### config.mk
export PLATFORM = sky130hd
export DESIGN_NAME = port_e_io
export DESIGN_NICKNAME = d
export VERILOG_FILES = /design/src/port_e_pkg.sv /design/src/port_e_pin_cell.sv /design/src/port_e_strobe_edge.sv /design/src/port_e_io.sv
export SDC_FILE = /design/constraint.sdc
export NUM_CORES = 1
export LEC_CHECK = 0
export BUFFER_PORTS_ARGS = -buffer_cell sky130_fd_sc_hd__buf_2
export CAP_MARGIN = 20
export CORE_MARGIN = 4
export CORE_UTILIZATION = 38
export CTS_CLUSTER_DIAMETER = 200
export DETAILED_ROUTE_END_ITERATION = 6
export PLACE_DENSITY = 0.78
export SLEW_MARGIN = 40
export SYNTH_ARGS = -nofsm -noshare
export SYNTH_HDL_FRONTEND = slang
export SYNTH_SLANG_ARGS = --single-unit
### constraint.sdc
create_clock -name sys_clk_i -period 1.9 [get_ports sys_clk_i]
set_input_delay 0.38 -clock sys_clk_i [delete_from_list [all_inputs] [get_ports sys_clk_i]]
set_output_delay 0.38 -clock sys_clk_i [all_outputs]
set_load 0.005 [all_outputs]
### src/port_e_pkg.sv
// Constants, field layout and carrier types of the port E block
// ============================================================
package port_e_pkg;
  localparam int PIN_COUNT = 3;
  localparam int ADDR_W = 12;
  // Register indices; byte address is four times the index
  localparam logic [9:0] PORT_D_IDX = 10'h008;
  localparam logic [9:0] PIN_DATA_IDX = 10'h009;
  localparam logic [9:0] DIR_IDX = 10'h089;
  localparam logic [9:0] ANALOG_IDX = 10'h09f;
  // Direction register fields
  localparam int IN_FULL_BIT = 7;
  localparam int OUT_FULL_BIT = 6;
  localparam int OVERRUN_BIT = 5;
  localparam int SLAVE_SEL_BIT = 4;
  localparam int READ_PIN = 0;
  localparam int WRITE_PIN = 1;
  localparam int SELECT_PIN = 2;
  // Reset values
  localparam logic [2:0] DIR_RESET = 3'h7;
  localparam logic [2:0] ANALOG_RESET = 3'h0;
  localparam logic [2:0] LATCH_RESET = 3'h0;
  localparam logic [7:0] PORT_D_RESET = 8'h00;
  // Configuration code that makes all three pins digital
  localparam logic [2:0] ALL_DIGITAL = 3'h7;
  typedef struct packed {
    logic psel;
    logic penable;
    logic pwrite;
    logic [ADDR_W-1:0] paddr;
    logic [31:0] pwdata;
  } apb_req_t;
  typedef struct packed {
    logic pready;
    logic pslverr;
    logic [31:0] prdata;
  } apb_rsp_t;
endpackage : port_e_pkg

### src/port_e_pin_cell.sv
// One port E pin: driver enable and read-back value
`timescale 1ns/1ns
module port_e_pin_cell (
  input wire logic dir_in_i,
  input wire logic slave_mode_i,
  input wire logic analog_i,
  input wire logic pin_i,
  output logic drive_o,
  output logic read_o
);
  // Driver follows direction even for analog pins
  assign drive_o = !dir_in_i && !slave_mode_i;
  assign read_o = analog_i ? 1'b0 : pin_i;
endmodule : port_e_pin_cell

### src/port_e_strobe_edge.sv
// Start and end detection of a qualified parallel slave strobe
`timescale 1ns/1ns
module port_e_strobe_edge (
  input wire logic sys_clk_i,
  input wire logic rst_n_i,
  input wire logic active_i,
  output logic start_o,
  output logic end_o
);
  logic active_reg;
  always_ff @(posedge sys_clk_i or negedge rst_n_i) begin
    if (!rst_n_i) begin
      active_reg <= 1'b0;
    end else begin
      active_reg <= active_i;
    end
  end
  assign start_o = active_i && !active_reg;
  assign end_o = !active_i && active_reg;
endmodule : port_e_strobe_edge

### src/port_e_io.sv
// Port E pins, direction and slave status, analog select, over APB
//
// The APB register port is this design's own decision.
`timescale 1ns/1ns
module port_e_io (
  input wire logic sys_clk_i,
  input wire logic rst_n_i,
  input wire port_e_pkg::apb_req_t apb_req_i,
  output port_e_pkg::apb_rsp_t apb_rsp_o,
  input wire logic [2:0] e_pin_i,
  output logic [2:0] e_pin_o,
  output logic [2:0] e_pin_oe_o,
  input wire logic [7:0] port_d_bus_i,
  output logic [7:0] port_d_bus_o,
  output logic port_d_bus_oe_o,
  output logic [7:0] port_d_in_latch_o
);

  // ============================================================
  // Register state
  logic [2:0] pin_latch_reg;
  logic [2:0] pin_latch_next;
  logic [2:0] dir_reg;
  logic [2:0] dir_next;
  logic slave_mode_reg;
  logic slave_mode_next;
  logic in_full_reg;
  logic in_full_next;
  logic out_full_reg;
  logic out_full_next;
  logic overrun_reg;
  logic overrun_next;
  logic [2:0] analog_cfg_reg;
  logic [2:0] analog_cfg_next;
  logic [7:0] d_out_latch_reg;
  logic [7:0] d_out_latch_next;
  logic [7:0] d_in_latch_reg;
  logic [7:0] d_in_latch_next;
  port_e_pkg::apb_rsp_t rsp_reg;
  port_e_pkg::apb_rsp_t rsp_next;
  logic [2:0] pin_oe_reg;
  logic d_oe_reg;

  // ============================================================
  // APB decode
  // A transfer waits one cycle in the access phase; the write and
  // the read side effects happen on the edge that sees pready high.
  wire access_w = apb_req_i.psel && apb_req_i.penable;
  wire answer_w = access_w && !rsp_reg.pready;
  wire commit_w = access_w && rsp_reg.pready;
  wire [9:0] idx_w = apb_req_i.paddr[11:2];
  wire hit_pin_w = (idx_w == port_e_pkg::PIN_DATA_IDX);
  wire hit_dir_w = (idx_w == port_e_pkg::DIR_IDX);
  wire hit_ana_w = (idx_w == port_e_pkg::ANALOG_IDX);
  wire hit_d_w = (idx_w == port_e_pkg::PORT_D_IDX);
  wire mapped_w = hit_pin_w || hit_dir_w || hit_ana_w || hit_d_w;
  wire wr_w = commit_w && apb_req_i.pwrite && mapped_w;
  wire rd_w = commit_w && !apb_req_i.pwrite && mapped_w;
  wire [7:0] wdata_w = apb_req_i.pwdata[7:0];

  // ============================================================
  // Pin cells
  logic [2:0] drive_w;
  logic [2:0] pin_read_w;
  // Configuration applies to all three pins together
  wire analog_w = (analog_cfg_reg != port_e_pkg::ALL_DIGITAL);
  genvar gi;
  generate
    for (gi = 0; gi < port_e_pkg::PIN_COUNT; gi++) begin : g_pin
      port_e_pin_cell u_cell (
        .dir_in_i(dir_reg[gi]),
        .slave_mode_i(slave_mode_reg),
        .analog_i(analog_w),
        .pin_i(e_pin_i[gi]),
        .drive_o(drive_w[gi]),
        .read_o(pin_read_w[gi])
      );
    end
  endgenerate

  // ============================================================
  // Parallel slave strobes
  // Strobes are taken from raw pin levels; with analog selected
  // they still work, so software need not make the pins digital first.
  wire sel_w = !e_pin_i[port_e_pkg::SELECT_PIN];
  wire ext_rd_w = slave_mode_reg && sel_w
    && !e_pin_i[port_e_pkg::READ_PIN];
  wire ext_wr_w = slave_mode_reg && sel_w
    && !e_pin_i[port_e_pkg::WRITE_PIN];
  logic rd_start_w;
  logic rd_end_w;
  logic wr_start_w;
  logic wr_end_w;
  port_e_strobe_edge u_rd_edge (
    .sys_clk_i(sys_clk_i),
    .rst_n_i(rst_n_i),
    .active_i(ext_rd_w),
    .start_o(rd_start_w),
    .end_o(rd_end_w)
  );
  port_e_strobe_edge u_wr_edge (
    .sys_clk_i(sys_clk_i),
    .rst_n_i(rst_n_i),
    .active_i(ext_wr_w),
    .start_o(wr_start_w),
    .end_o(wr_end_w)
  );
  wire d_rd_w = rd_w && hit_d_w;
  wire d_wr_w = wr_w && hit_d_w;

  // ============================================================
  // Next values of the port registers
  assign pin_latch_next = (wr_w && hit_pin_w)
    ? wdata_w[2:0] : pin_latch_reg;
  assign dir_next = (wr_w && hit_dir_w) ? wdata_w[2:0] : dir_reg;
  assign slave_mode_next = (wr_w && hit_dir_w)
    ? wdata_w[port_e_pkg::SLAVE_SEL_BIT] : slave_mode_reg;
  assign analog_cfg_next = (wr_w && hit_ana_w)
    ? wdata_w[2:0] : analog_cfg_reg;
  assign d_out_latch_next = d_wr_w ? wdata_w : d_out_latch_reg;
  assign d_in_latch_next = wr_start_w ? port_d_bus_i
    : d_in_latch_reg;

  // Input full: set at end of an external write, which wins over
  // a clear from a port D read in the same cycle
  assign in_full_next = !slave_mode_reg ? 1'b0
    : wr_end_w ? 1'b1
    : d_rd_w ? 1'b0 : in_full_reg;
  // Output full: firmware write sets it, a read start clears it
  assign out_full_next = !slave_mode_reg ? 1'b0
    : d_wr_w ? 1'b1
    : rd_start_w ? 1'b0 : out_full_reg;
  // Overrun is software writable; the hardware set wins
  assign overrun_next = (wr_start_w && in_full_reg) ? 1'b1
    : (wr_w && hit_dir_w) ? wdata_w[port_e_pkg::OVERRUN_BIT]
    : overrun_reg;

  // ============================================================
  // Read data
  wire [7:0] dir_view_w = {in_full_reg, out_full_reg, overrun_reg,
    slave_mode_reg, 1'b0, dir_reg};
  wire [7:0] rsel_w =
    hit_pin_w ? {5'h00, pin_read_w} :
    hit_dir_w ? dir_view_w :
    hit_ana_w ? {5'h00, analog_cfg_reg} :
    hit_d_w ? d_in_latch_reg : 8'h00;
  always_comb begin
    rsp_next = '0;
    if (answer_w) begin
      rsp_next.pready = 1'b1;
      rsp_next.pslverr = !mapped_w;
      rsp_next.prdata = apb_req_i.pwrite ? 32'h0000_0000
        : {24'h00_0000, rsel_w};
    end
  end

  // ============================================================
  // Registers
  always_ff @(posedge sys_clk_i or negedge rst_n_i) begin
    if (!rst_n_i) begin
      pin_latch_reg <= port_e_pkg::LATCH_RESET;
      dir_reg <= port_e_pkg::DIR_RESET;
      slave_mode_reg <= 1'b0;
      analog_cfg_reg <= port_e_pkg::ANALOG_RESET;
      in_full_reg <= 1'b0;
      out_full_reg <= 1'b0;
      overrun_reg <= 1'b0;
      d_out_latch_reg <= port_e_pkg::PORT_D_RESET;
      d_in_latch_reg <= port_e_pkg::PORT_D_RESET;
    end else begin
      pin_latch_reg <= pin_latch_next;
      dir_reg <= dir_next;
      slave_mode_reg <= slave_mode_next;
      analog_cfg_reg <= analog_cfg_next;
      in_full_reg <= in_full_next;
      out_full_reg <= out_full_next;
      overrun_reg <= overrun_next;
      d_out_latch_reg <= d_out_latch_next;
      d_in_latch_reg <= d_in_latch_next;
    end
  end

  // Output flops; enables follow their causes by one cycle
  always_ff @(posedge sys_clk_i or negedge rst_n_i) begin
    if (!rst_n_i) begin
      rsp_reg <= '0;
      pin_oe_reg <= 3'h0;
      d_oe_reg <= 1'b0;
    end else begin
      rsp_reg <= rsp_next;
      pin_oe_reg <= drive_w;
      d_oe_reg <= ext_rd_w;
    end
  end

  assign apb_rsp_o = rsp_reg;
  assign e_pin_o = pin_latch_reg;
  assign e_pin_oe_o = pin_oe_reg;
  assign port_d_bus_o = d_out_latch_reg;
  assign port_d_bus_oe_o = d_oe_reg;
  assign port_d_in_latch_o = d_in_latch_reg;
endmodule : port_e_io

Word-level counts from Yosys, hierarchy flattened
Index checks and enable logic that the tools add are counted.
{"block": "word_totals", "inputBits": 60, "regBits": 68}
{"block": "classes", "n_eq_ne": 7, "muxes": 17, "reduce_logical": 39}
{"operator": "$mux W8", "count": 5}
{"operator": "$mux W34", "count": 1}
{"operator": "$logic_and A1 B1 Y1", "count": 22}
{"operator": "$eq A10 B4 Y1 const B", "count": 2}
{"operator": "$eq A10 B8 Y1 const B", "count": 2}
{"operator": "$logic_not A1 Y1", "count": 13}
{"operator": "$mux W1", "count": 11}
{"operator": "$ne A3 B1 Y1 const B", "count": 2}
{"operator": "$logic_or A1 B1 Y1", "count": 3}
{"operator": "$ne A3 B3 Y1 const B", "count": 1}
{"operator": "$reduce_bool A2 Y1", "count": 1}

Longest topological paths before layout
{"block": "depth", "depth_word": 9, "depth_mapped": 5, "ltp_nobuf": 4}

Cells and area by module
A second synthesis with hierarchy kept.
{"block": "unflattened", "cells_unflattened": 170, "area_unflattened_um2": 2103.3}
{"module": "port_e_io", "area_each_um2": 1970.6, "cells_each": 158, "n_inst": 1, "seq_area_each_um2": 1079.8}
{"module": "port_e_strobe_edge", "area_each_um2": 40.0, "cells_each": 3, "n_inst": 2, "seq_area_each_um2": 25.0}
{"module": "port_e_pin_cell", "area_each_um2": 17.5, "cells_each": 2, "n_inst": 3, "seq_area_each_um2": 0.0}

Least setup slack after synthesis
OpenSTA, ideal clock, no wires.
{"block": "synth_timing", "kind": "input to register", "from": "input port apb_req_i[43] (netlist name)", "to": "register analog_cfg_reg[0]", "t_arrival_ns": 1.758, "path_buffers": 0, "setup_slack_ns": 0.018, "required_time_ns": 1.775, "path_stages": 4, "path_cell_list": "or4_4 or2_4 nor3_4 mux2_2"}
{"block": "synth_between", "elab_chain_len": 6, "word_cells_on_any_way": 9, "cone_classes": "eq/ne: 4; reduce/logical: 5"}
{"item": "start: declaration", "line": "port_e_io.sv:8", "text": "input wire port_e_pkg::apb_req_t apb_req_i,"}
{"item": "$eq A10 B4 Y1 or $eq A10 B8 Y1 (tied branches)", "line": "port_e_io.sv:52, port_e_io.sv:53"}
{"item": "$logic_or A1 B1 Y1 (3 in series)", "line": "port_e_io.sv:56", "text": "wire mapped_w = hit_pin_w || hit_dir_w || hit_ana_w || hit_d_w;"}
{"item": "$logic_and A1 B1 Y1", "line": "port_e_io.sv:57", "text": "wire wr_w = commit_w && apb_req_i.pwrite && mapped_w;"}
{"item": "$logic_and A1 B1 Y1 (*)", "line": "port_e_io.sv:118", "text": "assign analog_cfg_next = (wr_w && hit_ana_w)"}
{"item": "end signal: assignment", "line": "port_e_io.sv:164", "text": "analog_cfg_reg <= port_e_pkg::ANALOG_RESET;"}
{"item": "end signal: assignment", "line": "port_e_io.sv:174", "text": "analog_cfg_reg <= analog_cfg_next;"}
{"item": "end: declaration", "line": "port_e_io.sv:33", "text": "logic [2:0] analog_cfg_reg;"}
Mark *: on every way between the ends. The rest lies on a longest branch, timed or not.
A chain may end at the register's enable or synchronous reset.

Worst setup path after layout
{"block": "layout_timing", "from": "input port apb_req_i[43] (netlist name)", "to": "register analog_cfg_reg[2]"}
The elaborated chain is that of the path after synthesis.

==> results by group <==
Timing
  • Clk_skew: 0.00285 ns
  • Max Fclk: 565 MHz
  • Final Hold Slack: 0.0455 ns
  • Fin crit period: 1.77 ns
  • Tcrit/Tclk final: 0.931
  • Endpoints failing hold: 0
  • Total Neg Setup Slack: 0 ns
  • Slew Viols, Final: 0
  • RSZ-0062 raised after global routing: no
  • Final setup vio count: 0

Synthesis
  • Yosys top cell area share: 0.498
  • Cells after synthesis: 167
  • Leading area contributor after synthesis: dfrtp_1
  • Netlist cell types: 37
  • Yosys reg bits: 44
  • Seq/Total Area, Yosys: 0.536
  • Area contributors post-synth: dfrtp_1, mux2_2, buf_4, dfstp_2, nor2_1
  • Post-Syn Area: 2060 µm²
  • Synth Warn #: 0
  • Syn Area/Cell: 12.3 µm²

Critical path
  • Worst EP required: 2.08 ns
  • R2R Path Start: apb_rsp_o[33]
  • CP Launch Point: apb_req_i[43]
  • Kind of end point of the critical path: flop
  • Crit start category: input pin
  • WP data arrival: 1.95 ns
  • Critical path class: in -> reg
  • Critical path fanouts, max: 3

Clock network
  • CTS root buffer: clkbuf_8
  • Hold Buf Count CTS: 0
  • Post-CTS Repair Setup Buffers: 0
  • Clock Latency Late Sink: 0.29 ns
  • CTS buffer count: 5
  • Clock-pin slew on the worst setup and hold paths: 0.08 ns
  • CTS tree: built
  • # resized after CTS: 0
  • CTS sink count: 44
  • Longest Clk Path Bufs: 2
  • CTS H-tree depth: 2

Finish
  • Ant diodes: 0
  • Number of flip-flops under the largest register name: 10
  • Layout cells sized above 1: 0.476
  • Non-filler instance count after layout: 318
  • Fillers: 488
  • Area growth syn-to-layout: 24.6%
  • Nets: 307
  • Design area: 2570 µm²

Drt
  • Post-route ant nets: 0
  • Total Wirelength: 4670 µm
  • DRC: 0
  • Pre-antenna DRT Iters: 4
  • Vias/cell: 4.81
  • Initial DRC count: 114
  • Avg WL per Cell: 14.7 µm
  • Via count: 1529

Power and ir drop
  • VDD IR max: 0.000350 V
  • Pwr dens: 677 nW/µm²
  • Sw Share: 0.211
  • Fraction of power consumed by combinational cells: 0.065
  • Proportion of power drawn by the clock network: 0.394
  • Int Pwr: 0.00137 W
  • P_sw: 0.000367 W
  • Sequential fraction of design power: 0.542
  • Leakage: 1.35 nW

Floorplan
  • Starting Density: 0.398
  • Chip width: 81.6 µm
  • Die height: 81.6 µm
  • CORE AREA: 5170 µm²
  • Die area: 6670 µm²
  • Rows: 26
  • Ports: 117

Global route
  • Global-route wire length before repair: 7270 µm
  • Number of global-route vias before repair: 1494
  • Grt total ovfl: 0
  • M1 GR Usage: 0.185
  • GR peak layer: met2
  • M3 GR Usage: 0.0493
  • Total Routing Usage GR: 0.148
  • Pin count of the biggest net entering global routing: 25
  • M2 GR Usage: 0.235
  • Initial antenna violation count: 0

Placed design
  • Post-Place Cells: 310
  • Placed cell area: 2460 µm²
  • # port buffers: 66
  • Gpl congestion: 0.839
  • Post-DP HPWL: 3780 µm

Status
  • Status: complete, no violations

Run
  • MaxCap Viol Count: 0

Worst hold path
  • HP Class: in -> async
-- layout by cell type (no fill, tap or decap), drive strengths merged, types with 3 or more instances in the layout --
| master | count |
|---|---|
| nand2 | 6 |
| mux2 | 26 |
| a311oi | 3 |
| dfstp | 3 |
| a21oi | 4 |
| a22oi | 4 |
| dfrtp | 41 |
| nand3 | 5 |
| nor3 | 4 |
| clkbuf | 6 |
| nor2 | 14 |
| nand4b | 4 |
| buf | 75 |
| conb | 24 |
| o211ai | 3 |
-- stage by stage --
step                power (W)  setup slack [ns]   util
floorplan             0.00103            0.0176      -
global placement      0.00107            -0.171  0.476
detailed placement    0.00107            -0.168  0.476
CTS                   0.00176             0.135  0.496
global route          0.00182            0.0866  0.496
finish                0.00174             0.131  0.496
-- cells in the mapped netlist (all sizes together) --
cell and n:
mux2 26, a21boi 2, or4 1, nor2 14
conb 1, nor4 1, buf 25, o211ai 3
nand4 1, nand2 6, a22oi 4, nor2b 1
or2 1, and4b 2, and4bb 1, dfstp 3
dfrtp 41, a311oi 3, a32oi 1, o21a 1
nor3 4, o31ai 1, nand3 5, nor3b 2
and3 1, and2 1, nand2b 2, a21oi 4
inv 1, or3 2, a2111oi 1, nand4b 4
o21ai 1
-- layer usage --
metal	part of all wire	routed length (µm)
met5	0	0
met2	0.47	2200
met3	0.093	434
met4	0.019	87
met1	0.42	1940
-- path summary, 6_finish.rpt --
| path | end | slack [ns] | cells after the start |
|---|---|---|---|
| max in group asynchronous | dir_reg[2] | 1.28 | 2 |
| min | port_d_bus_o[6] | 0.05 | 1 |
| min in group sys_clk_i | u_rd_edge.active_reg | 0.30 | 2 |
| max reg2reg | port_d_bus_o[2] | 0.32 | 4 |
| min reg2reg | e_pin_oe_o[2] | 0.49 | 1 |
| max | analog_cfg_reg[2] | 0.13 | 5 |
-- critical path, cell delays in order --
cell	delay [ns]
buf_2	0.10
or4_4	0.56
or2_4	0.29
nor3_4	0.25
mux2_2	0.36
-- power by group through the flow --
stage	clock network, W	registers (W)	logic [W]
after global placement	0	0.000960	0.000108
after floorplan	0	0.000961	0.0000656
after global routing	0.000746	0.000942	0.000128
after CTS	0.000703	0.000942	0.000112
after detailed placement	0	0.000960	0.000111
final	0.000684	0.000942	0.000113
-- cells by family (layout without fill, tap and decap cells) --
group,count (synthesis),count (layout),share of synthesized area
compound gates,21,21,0.0735
buf+inv,26,84,0.0917
flops,44,44,0.536
mux,26,26,0.142
other cells,1,24,0.00182
simple gates,49,49,0.155
-- cell type report --
| type | instances | area [µm²] | area share |
|---|---|---|---|
| Clock inverter | 2 | 35.0 | 0.0136 |
| Inverter | 1 | 3.75 | 0.00146 |
| Tap cell | 70 | 87.6 | 0.0341 |
| Multi-Input combinational cell | 120 | 853 | 0.332 |
| Clock buffer | 6 | 72.6 | 0.0283 |
| Sequential cell | 44 | 1100 | 0.430 |
| Timing Repair Buffer | 75 | 410 | 0.160 |
(Power assumes the default switching activity.)
